**src/t2c_defs.svh**
```systemverilog
`ifndef T2C_DEFS_SVH
`define T2C_DEFS_SVH

// ****************************************
// Register addresses
// ****************************************
`define T2C_ADDR_CONTROL    8'hC8
`define T2C_ADDR_RELOAD_LO  8'hCA
`define T2C_ADDR_RELOAD_HI  8'hCB
`define T2C_ADDR_COUNT_LO   8'hCC
`define T2C_ADDR_COUNT_HI   8'hCD

// ****************************************
// Control field positions
// ****************************************
`define T2C_BIT_OVF_FLAG    7
`define T2C_BIT_EXT_FLAG    6
`define T2C_BIT_RX_CLK_SEL  5
`define T2C_BIT_TX_CLK_SEL  4
`define T2C_BIT_EXT_EN      3
`define T2C_BIT_RUN         2
`define T2C_BIT_COUNTER_SEL 1
`define T2C_BIT_CAP_RELOAD  0

// ****************************************
// Reset, count limit and unmapped read values
// ****************************************
`define T2C_RST_BYTE        8'h00
`define T2C_RST_COUNT       16'h0000
`define T2C_COUNT_MAX       16'hFFFF
`define T2C_RDATA_UNMAPPED  8'h00

// ****************************************
// Timing counts in CPU clocks per step
// ****************************************
`define T2C_DIV_SLOW        4'hC
`define T2C_DIV_FAST        4'h4
`define T2C_DIV_BAUD        4'h2

`endif

```
**src/t2c_pkg.sv**
```systemverilog
package t2c_pkg;

	// ****************************************
	// Special function register access
	// ****************************************
	typedef struct packed {
		logic [7:0] addr;
		logic       wr_en;
		logic       rd_en;
		logic [7:0] wdata;
	} t2c_sfr_req_t;

	// ****************************************
	// External pins and serial clocks
	// ****************************************
	typedef struct packed {
		logic count_pin;
		logic trigger_pin;
	} t2c_pins_t;

	typedef struct packed {
		logic rx_baud;
		logic tx_baud;
	} t2c_baud_t;

	typedef enum logic [1:0] {
		T2C_OFF,
		T2C_CAPTURE,
		T2C_RELOAD,
		T2C_BAUD
	} t2c_mode_t;

endpackage

```
**src/t2c_pin_sync.sv**
```systemverilog
`timescale 1ns/1ps
`include "t2c_defs.svh"

module t2c_pin_sync (
	// Clock and reset
	input  wire logic             sys_clk,
	input  wire logic             rst_n,
	// Raw pins
	input  wire t2c_pkg::t2c_pins_t pins,
	// Falling edges, bit 1 count pin, bit 0 trigger pin
	output logic      [1:0]       fall
);
	import t2c_pkg::*;

	logic [1:0] raw;
	wire  [1:0] fall_w;

	assign raw = {pins.count_pin, pins.trigger_pin};

	genvar i;
	generate
		for (i = 0; i < 2; i++) begin : g_pin
			logic stage1;
			logic stage2;
			logic prev;

			always_ff @(posedge sys_clk or negedge rst_n) begin
				if (!rst_n) begin
					stage1 <= 1'b1;
					stage2 <= 1'b1;
					prev   <= 1'b1;
				end else begin
					stage1 <= raw[i];
					stage2 <= stage1;
					prev   <= stage2;
				end
			end
			assign fall_w[i] = prev & ~stage2;
		end
	endgenerate

	assign fall = fall_w;

endmodule // t2c_pin_sync

```
**src/t2c_prescale.sv**
```systemverilog
`timescale 1ns/1ps
`include "t2c_defs.svh"

module t2c_prescale (
	// Clock and reset
	input  wire logic sys_clk,
	input  wire logic rst_n,
	// Rate selection
	input  wire logic enable,
	input  wire logic baud_mode,
	input  wire logic rate_fast,
	// Step pulse
	output logic      tick
);
	import t2c_pkg::*;

	logic [3:0] phase;
	logic [3:0] period;
	logic       wrap;

	assign period = baud_mode ? `T2C_DIV_BAUD : (rate_fast ? `T2C_DIV_FAST : `T2C_DIV_SLOW);
	assign wrap   = (phase >= period - 4'h1);

	always_ff @(posedge sys_clk or negedge rst_n) begin
		if (!rst_n) begin
			phase <= 4'h0;
			tick  <= 1'b0;
		end else begin
			phase <= (!enable || wrap) ? 4'h0 : phase + 4'h1;
			tick  <= enable & wrap;
		end
	end
endmodule // t2c_prescale

```
**src/t2c_timer.sv**
```systemverilog
//
// Behaviour
// - One 16-bit count in two bytes
// - Overflow sets flag unless baud selected
// - Writing one to flag requests interrupt
// - Trigger capture/reload sets external flag
// - Receive select picks this overflow as clock
// - Transmit select picks this overflow as clock
// - Trigger acts only when enabled, not baud
// - Run bit starts and stops counting
// - Counter select picks clock or pin
// - Timer steps every four or twelve clocks
// - Baud mode steps every two clocks
// - Capture copies count on trigger edge
// - Low and high bytes captured together
// - Reload on overflow and enabled trigger
// - Reload takes value from reload pair
// - Baud select forces auto-reload mode
// - Overflow output high one clock
// - Baud overflow gives shift clock, reloads
//
`timescale 1ns/1ps
`include "t2c_defs.svh"

module t2c_timer (
	// Clock and reset
	input  wire logic                  sys_clk,
	input  wire logic                  rst_n,
	// Register port
	input  wire t2c_pkg::t2c_sfr_req_t sfr_req,
	output logic      [7:0]            sfr_rdata,
	// External pins
	input  wire t2c_pkg::t2c_pins_t    pins,
	output logic                       overflow_output,
	// Clock rate bit from clock control register
	input  wire logic                  clock_rate_fast,
	// Serial port
	input  wire logic      [1:0]       serial_mode,
	input  wire logic                  other_timer_overflow,
	output t2c_pkg::t2c_baud_t         baud,
	// Interrupt logic
	output logic                       timer_irq_req
);
	import t2c_pkg::*;

	// ****************************************
	// State
	// ****************************************
	logic        overflow_flag;
	logic        external_flag;
	logic        receive_clock_select;
	logic        transmit_clock_select;
	logic        external_enable;
	logic        run_control;
	logic        counter_select;
	logic        capture_reload_select;
	logic [7:0]  reload_capture_low;
	logic [7:0]  reload_capture_high;
	logic [15:0] count;

	logic [7:0]  next_control;
	logic [7:0]  next_reload_low;
	logic [7:0]  next_reload_high;
	logic [15:0] next_count;
	logic [15:0] hw_count;
	logic [15:0] reload_value;

	// ****************************************
	// Register decode
	// ****************************************
	wire hit_control   = (sfr_req.addr == `T2C_ADDR_CONTROL);
	wire hit_reload_lo = (sfr_req.addr == `T2C_ADDR_RELOAD_LO);
	wire hit_reload_hi = (sfr_req.addr == `T2C_ADDR_RELOAD_HI);
	wire hit_count_lo  = (sfr_req.addr == `T2C_ADDR_COUNT_LO);
	wire hit_count_hi  = (sfr_req.addr == `T2C_ADDR_COUNT_HI);

	wire wr_control    = sfr_req.wr_en & hit_control;
	wire wr_reload_lo  = sfr_req.wr_en & hit_reload_lo;
	wire wr_reload_hi  = sfr_req.wr_en & hit_reload_hi;
	wire wr_count_lo   = sfr_req.wr_en & hit_count_lo;
	wire wr_count_hi   = sfr_req.wr_en & hit_count_hi;
	wire wr_count_any  = wr_count_lo | wr_count_hi;

	wire [7:0] control_read = {
		overflow_flag,
		external_flag,
		receive_clock_select,
		transmit_clock_select,
		external_enable,
		run_control,
		counter_select,
		capture_reload_select
	};

	wire [7:0] read_mux =
		hit_control   ? control_read        :
		hit_reload_lo ? reload_capture_low  :
		hit_reload_hi ? reload_capture_high :
		hit_count_lo  ? count[7:0]          :
		hit_count_hi  ? count[15:8]         :
		`T2C_RDATA_UNMAPPED;

	// ****************************************
	// Mode selection
	// ****************************************
	// baud select overrides capture
	wire baud_mode = receive_clock_select | transmit_clock_select;

	t2c_mode_t mode;
	assign mode = !run_control           ? T2C_OFF     :
	              baud_mode              ? T2C_BAUD    :
	              capture_reload_select  ? T2C_CAPTURE :
	                                       T2C_RELOAD;

	// ****************************************
	// Step sources
	// ****************************************
	logic       timer_tick;
	logic [1:0] pin_fall;

	t2c_prescale u_prescale (
		.sys_clk   (sys_clk),
		.rst_n     (rst_n),
		.enable    (run_control),
		.baud_mode (baud_mode),
		.rate_fast (clock_rate_fast),
		.tick      (timer_tick)
	);

	t2c_pin_sync u_pin_sync (
		.sys_clk (sys_clk),
		.rst_n   (rst_n),
		.pins    (pins),
		.fall    (pin_fall)
	);

	wire count_fall   = pin_fall[1];
	wire trigger_fall = pin_fall[0];

	wire count_step = run_control & (counter_select ? count_fall : timer_tick);

	wire overflow = count_step & (count == `T2C_COUNT_MAX);

	// ****************************************
	// Trigger, capture and reload
	// ****************************************
	// trigger needs enable, no baud
	wire trigger_event = external_enable & trigger_fall & ~baud_mode;

	wire do_capture = trigger_event & capture_reload_select;

	wire reload_mode = (mode == T2C_RELOAD) | (mode == T2C_BAUD);
	wire do_reload = (overflow & reload_mode)
	               | (trigger_event & ~capture_reload_select);

	assign reload_value = {reload_capture_high, reload_capture_low};

	assign hw_count = do_reload  ? reload_value :
	                  count_step ? count + 16'h0001 :
	                               count;

	// Software byte writes win over the hardware update
	assign next_count = {
		wr_count_hi ? sfr_req.wdata : hw_count[15:8],
		wr_count_lo ? sfr_req.wdata : hw_count[7:0]
	};

	assign next_reload_low  = do_capture   ? count[7:0]    :
	                          wr_reload_lo ? sfr_req.wdata :
	                                         reload_capture_low;
	assign next_reload_high = do_capture   ? count[15:8]   :
	                          wr_reload_hi ? sfr_req.wdata :
	                                         reload_capture_high;

	// ****************************************
	// Flags and control
	// ****************************************
	// no overflow flag in baud mode
	wire overflow_set = overflow & ~baud_mode;
	wire external_set = trigger_event;

	wire [7:0] control_base = wr_control ? sfr_req.wdata : control_read;

	assign next_control = {
		overflow_set | control_base[`T2C_BIT_OVF_FLAG],
		external_set | control_base[`T2C_BIT_EXT_FLAG],
		control_base[5:0]
	};

	always_ff @(posedge sys_clk or negedge rst_n) begin
		if (!rst_n) begin
			{overflow_flag, external_flag, receive_clock_select, transmit_clock_select,
			 external_enable, run_control, counter_select, capture_reload_select}
				<= `T2C_RST_BYTE;
		end else begin
			{overflow_flag, external_flag, receive_clock_select, transmit_clock_select,
			 external_enable, run_control, counter_select, capture_reload_select}
				<= next_control;
		end
	end

	always_ff @(posedge sys_clk or negedge rst_n) begin
		if (!rst_n) begin
			reload_capture_low  <= `T2C_RST_BYTE;
			reload_capture_high <= `T2C_RST_BYTE;
			count               <= `T2C_RST_COUNT;
		end else begin
			reload_capture_low  <= next_reload_low;
			reload_capture_high <= next_reload_high;
			count               <= next_count;
		end
	end

	// ****************************************
	// Outputs
	// ****************************************
	// receive clock source
	wire rx_source = receive_clock_select ? overflow : other_timer_overflow;
	wire tx_source = transmit_clock_select ? overflow : other_timer_overflow;
	// Only serial modes 1 and 3 take timer clocks
	wire timer_baud_mode = serial_mode[0];

	always_ff @(posedge sys_clk or negedge rst_n) begin
		if (!rst_n) begin
			sfr_rdata       <= `T2C_RST_BYTE;
			overflow_output <= 1'b0;
			baud            <= '0;
			timer_irq_req   <= 1'b0;
		end else begin
			sfr_rdata       <= sfr_req.rd_en ? read_mux : `T2C_RST_BYTE;
			overflow_output <= overflow;
			baud.rx_baud    <= timer_baud_mode & rx_source;
			baud.tx_baud    <= timer_baud_mode & tx_source;
			timer_irq_req   <= overflow_flag | external_flag;
		end
	end

	wire no_flag_write7 = !(wr_control && sfr_req.wdata[`T2C_BIT_OVF_FLAG]);
	wire no_flag_write6 = !(wr_control && sfr_req.wdata[`T2C_BIT_EXT_FLAG]);
endmodule // t2c_timer

```
**config.mk**
```make
export PLATFORM = sky130hd
export DESIGN_NAME = t2c_timer
export DESIGN_NICKNAME = d
export VERILOG_FILES = /design/src/t2c_pkg.sv /design/src/t2c_pin_sync.sv /design/src/t2c_prescale.sv /design/src/t2c_timer.sv
export VERILOG_INCLUDE_DIRS = /design/src /design/src/src
export SDC_FILE = /design/constraint.sdc
export NUM_CORES = 1
export LEC_CHECK = 0
export ABC_AREA = 1
export CAP_MARGIN = 20
export CORE_UTILIZATION = 40
export DETAILED_ROUTE_END_ITERATION = 12
export DONT_BUFFER_PORTS = 1
export PLACE_DENSITY_LB_ADDON = 0.2
export SKIP_LAST_GASP = 1
export SLEW_MARGIN = 30
export SYNTH_ARGS = -nofsm -noshare
export SYNTH_HDL_FRONTEND = slang
export SYNTH_HIERARCHICAL = 1
export SYNTH_SLANG_ARGS = --single-unit
```
**constraint.sdc**
```tcl
create_clock -name sys_clk -period 2.2 [get_ports sys_clk]
set_clock_uncertainty 0.1 [all_clocks]
set_input_delay 0.22 -clock sys_clk [delete_from_list [all_inputs] [get_ports sys_clk]]
set_output_delay 0.22 -clock sys_clk [all_outputs]
set_load 0.05 [all_outputs]
```
---- Word-level counts from Yosys, hierarchy flattened ----
Cells that the tools add are included.
W data, S select, Z words.
operators by class
  add/sub/neg operators ................... 3
  $mul .................................... 0
  div/mod/pow operators ................... 0
  $lt $le $gt $ge ......................... 1
  eq/ne operators ......................... 8
  shift operators ......................... 0
  mux-type cells .......................... 24
  bitwise logic cells ..................... 28
  reduce and logical (&&, ||, !) cells .... 6
operator list
  kind                     number
  $mux W8                  13
  $eq A8 B8 Y1 const B     5
  $mux W16                 2
  $and A1 B1 Y1            18
  $add A16 B1 Y16 const B  1
  $eq A16 B16 Y1 const B   1
  $mux W4                  3
  $mux W2                  3
  $or A1 B1 Y1             6
  $reduce_bool A3 Y1       2
  $add A4 B1 Y4 const B    1
  $eq A2 B2 Y1 const B     2
  $ge A4 B4 Y1             1
  $not A1 Y1               4
  $reduce_bool A2 Y1       2
  $sub A4 B1 Y4 const B    1
  $mux W1                  3
  $logic_not A1 Y1         1
  $logic_or A1 B1 Y1       1
word-level totals
  flip-flop bits (word level) ............. 63
  bits in latches ......................... 0
  RAM bits ................................ 0
  ROM bits ................................ 0
  input bits .............................. 26
  output and inout bits ................... 12
  memories ................................ 0

---- Longest topological paths before layout ----
Gate-level depths: netlist (run 1).
  depth after elaboration ................. 9
  mapped depth ............................ 13

---- Modules after synthesis ----
The synthesis (run 1) kept the hierarchy.
modules (own cells, without submodules)
  module        times used  cells each  area each (µm²)
  t2c_timer     1           471         3350.7
  t2c_prescale  1           29          264.0
  t2c_pin_sync  1           10          177.7

---- Least setup slack after synthesis (run 1) ----
Ideal clock, no wire load.
  path kind ............................... register to register
  from .................................... register count[0]
  to ...................................... register count[0]
  setup time .............................. 121 ps
  data arrival time ....................... 1512 ps
  required time ........................... 1979 ps
  setup slack ............................. 467 ps
  stages on the path, launching flop included .. 12
  buffers on the path ..................... 1
  clock period less this slack ............ 1733 ps
  cell sequence ........................... dfrtp_1 ha_1 nand2_1 nor2_2 nand2_4 nor2_4 nand3_4 nand2_4 buf_6 nand2_1 nand3_1 a21oi_1
between the ends
  longest elaborated chain between the ends .. 6
RTL lines
  what                                                     line              text
  from (decl)                                              t2c_timer.sv:59   logic [15:0] count;
  from (signal assigned)                                   t2c_timer.sv:206  count <= `T2C_RST_COUNT;
  from (signal assigned)                                   t2c_timer.sv:210  count <= next_count;
  branches (longest 6 deep; another with $add A16 B1 Y16)  n/a
Several ways; the timed one is not identified. The select of a mux whose other input is x is not followed.
A chain may end at the register's enable or synchronous reset.

---- Final worst setup path (run 1) ----
  from .................................... register count[0]
  to ...................................... register count[9]
between the ends
  longest elaborated chain between the ends .. 6
RTL lines
  what
  branches (longest 6 deep; another with $add A16 B1 Y16)
Several ways; the timed one is not identified. The select of a mux whose other input is x is not followed.

==> flow_summary.rst, run 1 <==
.. list-table::
   :header-rows: 1

   * - Metric
     - Value
   * - Post-synthesis instance area
     - 3790 sq um
   * - Final worst-path cycle share
     - 93.0%
   * - Clk_lat worst skew
     - between 300 and 400 ps
   * - Vias after detailed routing
     - about 3,600
   * - Sequential cell area fraction in the yosys report
     - 41.8%
   * - Total Die Area
     - 9870 sq um
   * - CP Capture Type
     - flip-flop
   * - Height of the die
     - 99.4 microns
   * - Post-Layout Inst Area
     - 4450 sq um
   * - Clock tree root driver cell
     - clkbuf_8
   * - Worst Hold Launch
     - sfr_req[3]
   * - Final Max Slew Viols
     - 0
   * - Maximum number of pins on one net before global-route repair
     - 64
   * - Boundary Pins
     - 38
   * - Gate Count Post-Synth
     - 510
   * - Path category of the worst min-delay check
     - in2reg
   * - Dpl hpwl
     - 8.29 mm
   * - Endpoint required time on the critical path
     - 2380 ps
   * - Routability Congestion
     - 0.911
   * - Clk buf depth
     - 2
   * - Clk sinks
     - 63
   * - Final sum of negative setup slack
     - 0 ps
   * - Count of different cell masters after synthesis
     - 35
   * - Number of iterations in the first detailed-routing pass
     - 5
   * - Share of flip-flops with an asynchronous set or reset
     - 100%
   * - Critical Path Fanout Max
     - 18
   * - Data arrival time of the worst path
     - ~2200 ps
   * - Transition at the pin with the smallest max-transition slack
     - about 460 ps
   * - Overall power consumption
     - 0.00356 W
   * - Clock tree from TritonCTS
     - done
   * - Number of clock buffers inserted by TritonCTS
     - 9
   * - Initial antenna violation count
     - 0
   * - Antenna viol nets, final
     - 0
   * - Worst setup SP type
     - flip-flop
   * - Initial standard-cell utilization of the core
     - about two fifths
   * - Worst hold margin
     - 51.4 ps
   * - Number of I/O port buffers
     - 0
   * - Vias in the first global route
     - 3,516
   * - Post-synth net total
     - 540
   * - Finish-stage setup viols
     - 0
   * - Final Util
     - between 40 and 50%
   * - Power density over the cells
     - 802 nW/um^2
   * - Number of remaining DRC errors
     - 0
   * - Outcome
     - completed
   * - Inserted Diodes
     - 0
   * - Leading register cell type out of synthesis
     - dfrtp_1
   * - Cell Rows
     - 35
   * - Nets
     - 581
   * - Via-to-Cell Ratio
     - 5.38
   * - Per-cell routed wire length
     - 17.1 microns
   * - H-tree depth reported by CTS
     - 3
   * - Average cell area after synthesis
     - 7.44 sq um
   * - Wire length of the first global-routing pass
     - 18.5 mm
   * - Shortest clock period the worst path allows after layout
     - between 2000 and 2500 ps
   * - Leakage power total
     - between 2 and 2.5 nW
   * - Post-CTS clock slew at the launch and capture registers of the worst setup and hold paths
     - around 80 ps
   * - Placement-stage cell area
     - 4050 sq um
   * - Std-Cell Core Area
     - 9200 sq um
   * - Critical path class
     - reg2reg
   * - Remaining max-slew budget at the tightest pin
     - 69.5%
   * - Die Wd
     - 99.4 microns
   * - Max-capacitance violation count
     - 0
   * - Final Hold Vio Count
     - 0
   * - Startpoint of the most critical setup path
     - count[0]
   * - Critical R2R Launch
     - count[0]
   * - Total global routing overflow
     - 0
   * - Synthesis-to-layout area growth
     - 17.3%
   * - Worst vdd rail ir drop
     - 264 uV
   * - #FFs+latches synth
     - 63
   * - Number of gates given a new drive strength after cts
     - 0
   * - Fraction of layout instances using a drive strength above 1
     - about 16%
   * - EDFF count, synth
     - 0
   * - GR Util All Layers
     - 24.9%
   * - Setup repair after global routing missed its margin
     - false
   * - Total Routed Length
     - 11.4 mm
   * - Total of warnings raised by yosys
     - 6
   * - Max Clock Freq
     - between 0.4 and 0.5 GHz
   * - Number of filler instances in the final layout
     - ~940
   * - Drt first-iter violations
     - 270
[sequential cells by signal, summed over array words and instances (netlist names), 2 cells and up]
name and cells:
sfr_rdata 8, u_pin_sync/g_pin.stage1 2, reload_capture_high 8, u_pin_sync/g_pin.prev 2
count 16, u_pin_sync/g_pin.stage2 2, reload_capture_low 8, u_prescale/phase 4
baud 2
[worst max-delay path: stages (launching register included)]
cell	delay (ps)
dfrtp_1	360
ha_1	200
nand2_1	70
nor2_2	180
nand2_4	110
nor2_4	140
nand3_4	190
nand2_4	270
nand2_1	120
nand3_1	110
nand2_1	70
nand2_1	50
[report_power, final]
part	internal (W)	total (W)	switching (W)
combinational	0.000372	0.000941	0.000569
clock	0.000669	0.00116	0.000494
sequential	0.00131	0.00146	0.000152
[path summary, 6_finish.rpt]
kind | to | slack, ps | cells after the start
min in group asynchronous | count[0] | 300 | 2
worst max-delay path | count[9] | 150 | 11
worst min-delay path | external_enable | 50 | 2
worst min register to register | u_pin_sync/g_pin[0].stage2 | 260 | 0
worst max register to register | count[9] | 150 | 11
max in group asynchronous | u_pin_sync/g_pin[0].stage1 | 1380 | 2
[cell usage after synthesis (2+ instances only)]
library cell / count / area [sq um]
o221ai_1: 5 / 43.8
nor2_2: 6 / 37.5
nand3_2: 3 / 30.0
a21oi_1: 32 / 160
nand2_1: 162 / 608
nor2_1: 24 / 90.1
buf_2: 4 / 20.0
buf_6: 3 / 33.8
inv_1: 58 / 218
nand3_1: 56 / 280
ha_1: 4 / 50.1
nand4_1: 6 / 37.5
o21ai_0: 16 / 80.1
inv_2: 10 / 37.5
nand2_2: 4 / 25.0
nand2_4: 3 / 33.8
dfstp_2: 6 / 158
o211ai_2: 7 / 87.6
clkbuf_1: 3 / 11.3
o22ai_1: 4 / 25.0
o211ai_1: 4 / 30.0
o21ai_1: 12 / 60.1
xor2_1: 7 / 61.3
or2_2: 2 / 12.5
nor2_4: 3 / 33.8
dfrtp_1: 57 / 1430
[cell families after synthesis]
family	synth area share, %
compound gates	13.2
xor+xnor	1.85
fa+ha+maj	1.32
buf+inv	8.61
flops	41.8
simple gates	33.2
[metal layers]
layer  track usage (%)  up-vias  wire (microns)
li1                  -     1747               -
met1              33.8     1654            5110
met2              38.8      159            5080
met3              4.22       28             841
met4              11.9        0             399
met5                 0        -               0
[layout make-up]
class	count	area, sq um	share of cell area (%)
Timing Repair Buffer	40	358	8.05
Tap cell	111	139	3.12
Inverter	69	262	5.88
Clock inverter	5	81.3	1.83
Multi-Input combinational cell	368	1880	42.3
Clock buffer	11	141	3.18
Sequential cell	63	1580	35.6
[cell usage in the layout (no fill, tap or decap), types with 2 or more instances in the layout]
| cell type | Yosys | layout |
|---|---|---|
| xor2_1 | 7 | 7 |
| o22ai_1 | 4 | 4 |
| inv_2 | 10 | 10 |
| o211ai_2 | 7 | 7 |
| clkbuf_8 | 0 | 10 |
| nand4_1 | 6 | 6 |
| o221ai_1 | 5 | 5 |
| inv_1 | 58 | 58 |
| o211ai_1 | 4 | 4 |
| nand2_1 | 162 | 162 |
| nor2_4 | 3 | 3 |
| dfrtp_1 | 57 | 57 |
| nand2_4 | 3 | 3 |
| nand3_2 | 3 | 3 |
| dfstp_2 | 6 | 6 |
| nor2_2 | 6 | 6 |
| dlygate4sd3_1 | 0 | 15 |
| or2_2 | 2 | 2 |
| buf_4 | 0 | 24 |
| bufinv_16 | 0 | 2 |
| a21oi_1 | 32 | 32 |
| ha_1 | 4 | 4 |
| o21ai_0 | 16 | 16 |
| nand2_2 | 4 | 4 |
| o21ai_1 | 12 | 12 |
| nor2_1 | 24 | 24 |
| nand3_1 | 56 | 56 |
[per-stage QoR]
stage                     worst slack (ps)  cells
after global placement                 251    635
final                                  154    667
after CTS                              205    667
after detailed placement               237    635
after floorplan                        467    510
after global routing                  28.5    667
[timing repair]
| action | in CTS | in global routing |
|---|---|---|
| hold endpoints to repair | 102 | 0 |
| endpoints found under the setup margin | 0 | 0 |
| hold buffers | 16 | 0 |
| buffers inserted | 0 | 0 |
(Power assumes the default switching activity.)
==> inputs of run 2 (changes only) <==
--- a/config.mk
+++ b/config.mk
@@ -8,6 +8,7 @@
 export LEC_CHECK = 0
 export ABC_AREA = 1
 export CAP_MARGIN = 20
+export CORE_MARGIN = 2
 export CORE_UTILIZATION = 40
 export DETAILED_ROUTE_END_ITERATION = 12
 export DONT_BUFFER_PORTS = 1
==> run 2 against run 1 <==
  * Sequential cell count is the same
  * Fmax grew 0.91%
  * First-iteration DRC count grew 11%
  * Critical path depth is the same
  * Highest routed layer unchanged
  * Global-route usage shrank 1.3 points
  * Die area grew 4.1%
  * Worst setup slack gained 18 ps
  * Combinational power shrank 1%
  * Clock power shrank 21%
  * Power shrank 6.8%
  * Critical path type unchanged
  * Cell count grew 2.7%
==> flow_summary.rst, run 2 (synthesis gave the netlist of run 1 again) <==
.. list-table::
   :header-rows: 1

   * - Metric
     - Value
   * - Final Max Slew Viols
     - 0
   * - Boundary Pins
     - 38
   * - Critical Path Fanout Max
     - 18
   * - Maximum number of pins on one net before global-route repair
     - 64
   * - Highest routing layer actually used
     - met4
   * - Clock tree root driver cell
     - clkbuf_8
   * - Initial antenna violation count
     - 0
   * - Clock tree from TritonCTS
     - done
   * - Power density over the cells
     - 750 nW/um^2
   * - Clk_lat worst skew
     - between 300 and 400 ps
   * - Clk sinks
     - 63
   * - Antenna viol nets, final
     - 0
   * - Setup repair after global routing missed its margin
     - false
   * - Outcome
     - completed
   * - Count of cells along the worst register-to-register path
     - 11
   * - Final Hold Vio Count
     - 0
   * - Clk buf depth
     - 2
   * - Endpoint required time on the critical path
     - 2400 ps
   * - Register bank with the most flops
     - count
   * - Critical R2R Launch
     - count[0]
   * - Finish-stage setup viols
     - 0
   * - Reg2Reg Capture Point
     - count[8]
   * - Via-to-Cell Ratio
     - 5.30
   * - Wl on met1
     - 5.14 mm
   * - Leakage power total
     - 2.27 nW
   * - Vias in the first global route
     - 3,535
   * - Fraction of layout instances using a drive strength above 1
     - 16.4%
   * - Data arrival time of the worst path
     - between 2000 and 2500 ps
   * - Nets
     - 582
   * - Worst vdd rail ir drop
     - around 280 uV
   * - Worst setup SP type
     - flip-flop
   * - Number of clock buffers inserted by TritonCTS
     - 9
   * - Buffers inserted by post-CTS timing repair
     - 0
   * - Synthesis-to-layout area growth
     - 16.8%
   * - Setup slack at placement
     - 185 ps
   * - Vias after detailed routing
     - roughly 3,600
   * - Routed wl met2
     - 5.03 mm
   * - Number of remaining DRC errors
     - 0
   * - Commonest non-fill, non-tap cell in the layout
     - nand2_1
   * - Final WS setup
     - 172 ps
   * - Height of the die
     - 101 microns
   * - Total Routed Length
     - 11.4 mm
   * - Flip-flop count of the largest register, all copies and words added
     - 16
   * - Max-capacitance violation count
     - 0
   * - Cell Rows
     - 35
   * - Dpl hpwl
     - between 8 and 9 mm
   * - Wire length of the first global-routing pass
     - 18.3 mm
   * - Initial standard-cell utilization of the core
     - around two fifths
   * - Final sum of negative setup slack
     - 0 ps
   * - Total global routing overflow
     - 0
   * - Total Die Area
     - 10,300 sq um
   * - Setup slack of the worst register-to-register path
     - 170 ps
   * - Wire length on met3
     - 729 microns
   * - Remaining max-slew budget at the tightest pin
     - between 60 and 70%
   * - Number of iterations in the first detailed-routing pass
     - 5
   * - Startpoint of the most critical setup path
     - count[0]
   * - H-tree depth reported by CTS
     - 3
   * - Post-CTS clock slew at the launch and capture registers of the worst setup and hold paths
     - 80 ps
   * - Drt first-iter violations
     - 300
   * - Transition at the pin with the smallest max-transition slack
     - approximately 540 ps
   * - Die Wd
     - 101 microns
   * - Shortest clock period the worst path allows after layout
     - 2030 ps
   * - Std-Cell Core Area
     - just over 9000 sq um
   * - GR Util All Layers
     - 23.6%
   * - Number of filler instances in the final layout
     - around 950
   * - Number of I/O port buffers
     - 0
   * - Inserted Diodes
     - 0
   * - Max Clock Freq
     - 0.493 GHz
   * - CP Capture Type
     - flip-flop
   * - Per-cell routed wire length
     - 16.6 microns
   * - Path category of the worst min-delay check
     - in2reg
   * - Final worst-path cycle share
     - 92.2%
   * - Worst setup path end
     - count[8]
   * - Final Util
     - 47.9%
   * - Routability Congestion
     - 0.964
   * - Most used cells in the layout excluding fill and tap cells
     - nand2_1, inv_1, dfrtp_1, nand3_1, a21oi_1
   * - Critical path class
     - reg2reg
run 2: cell count changes in the layout (fill, tap and decap cells not counted), sizes merged:
cell and change:
buf +1, clkinvlp +2, bufinv -2, clkbuf -1
run 2: worst min-delay path by stage:
stage	from	to	slack (ps)	cells past startpoint
after detailed placement	rst_n	u_prescale/phase[2]	-170	0
after global placement	rst_n	u_prescale/phase[2]	-170	0
final	sfr_req[3]	external_enable	50	2
after CTS	sfr_req[3]	external_enable	30	2
after floorplan	rst_n	baud[0]	-180	0
after global routing	sfr_req[3]	external_enable	60	2
run 2: worst max-delay path: stages (launching register included):
cell,delay (ps)
dfrtp_1,360
ha_1,190
nand2_1,90
nor2_2,210
nand2_4,110
nor2_4,130
nand3_4,170
nand2_4,260
nand2_1,110
nand3_1,120
nand2_1,70
nand2_1,60
run 2: where the power goes:
group / internal (W) / leakage (nW) / switching, W / total [W]
Clock: 0.000433 / 0.0845 / 0.000490 / 0.000922
Sequential: 0.00131 / 0.729 / 0.000162 / 0.00147
Combinational: 0.000366 / 1.45 / 0.000564 / 0.000931
run 2: metal layers:
layer / track usage [%] / vias up
li1: - / 1743
met1: 31.6 / 1702
met2: 36.8 / 151
met3: 3.73 / 33
met4: 12.6 / 0
met5: 0 / -
run 2: area by class of cell:
cell class	count	area (sq um)	area share, %
Multi-Input combinational cell	368	1880	42.5
Sequential cell	63	1580	35.8
Timing Repair Buffer	41	365	8.25
Inverter	69	265	5.99
Tap cell	129	161	3.64
Clock buffer	10	138	3.11
Clock inverter	5	33.8	0.763
run 2: repair_timing:
| action | CTS | global route |
|---|---|---|
| gates resized for setup | 0 | 1 |
| endpoints found under the hold margin | 99 | 0 |
| endpoints found under the setup margin | 0 | 3 |
| hold buffers | 16 | 0 |
run 2: stage by stage:
step	area [sq um]	hold WS [ps]	std cells	total power [W]
6_report	4430	49.6	685	0.00332
5_1_grt	4430	58.4	685	0.00350
4_1_cts	4430	33.7	685	0.00333
3_5_place_dp	4080	-174	654	0.00234
3_3_place_gp	4080	-174	654	0.00233
2_1_floorplan	3790	-176	510	0.00201
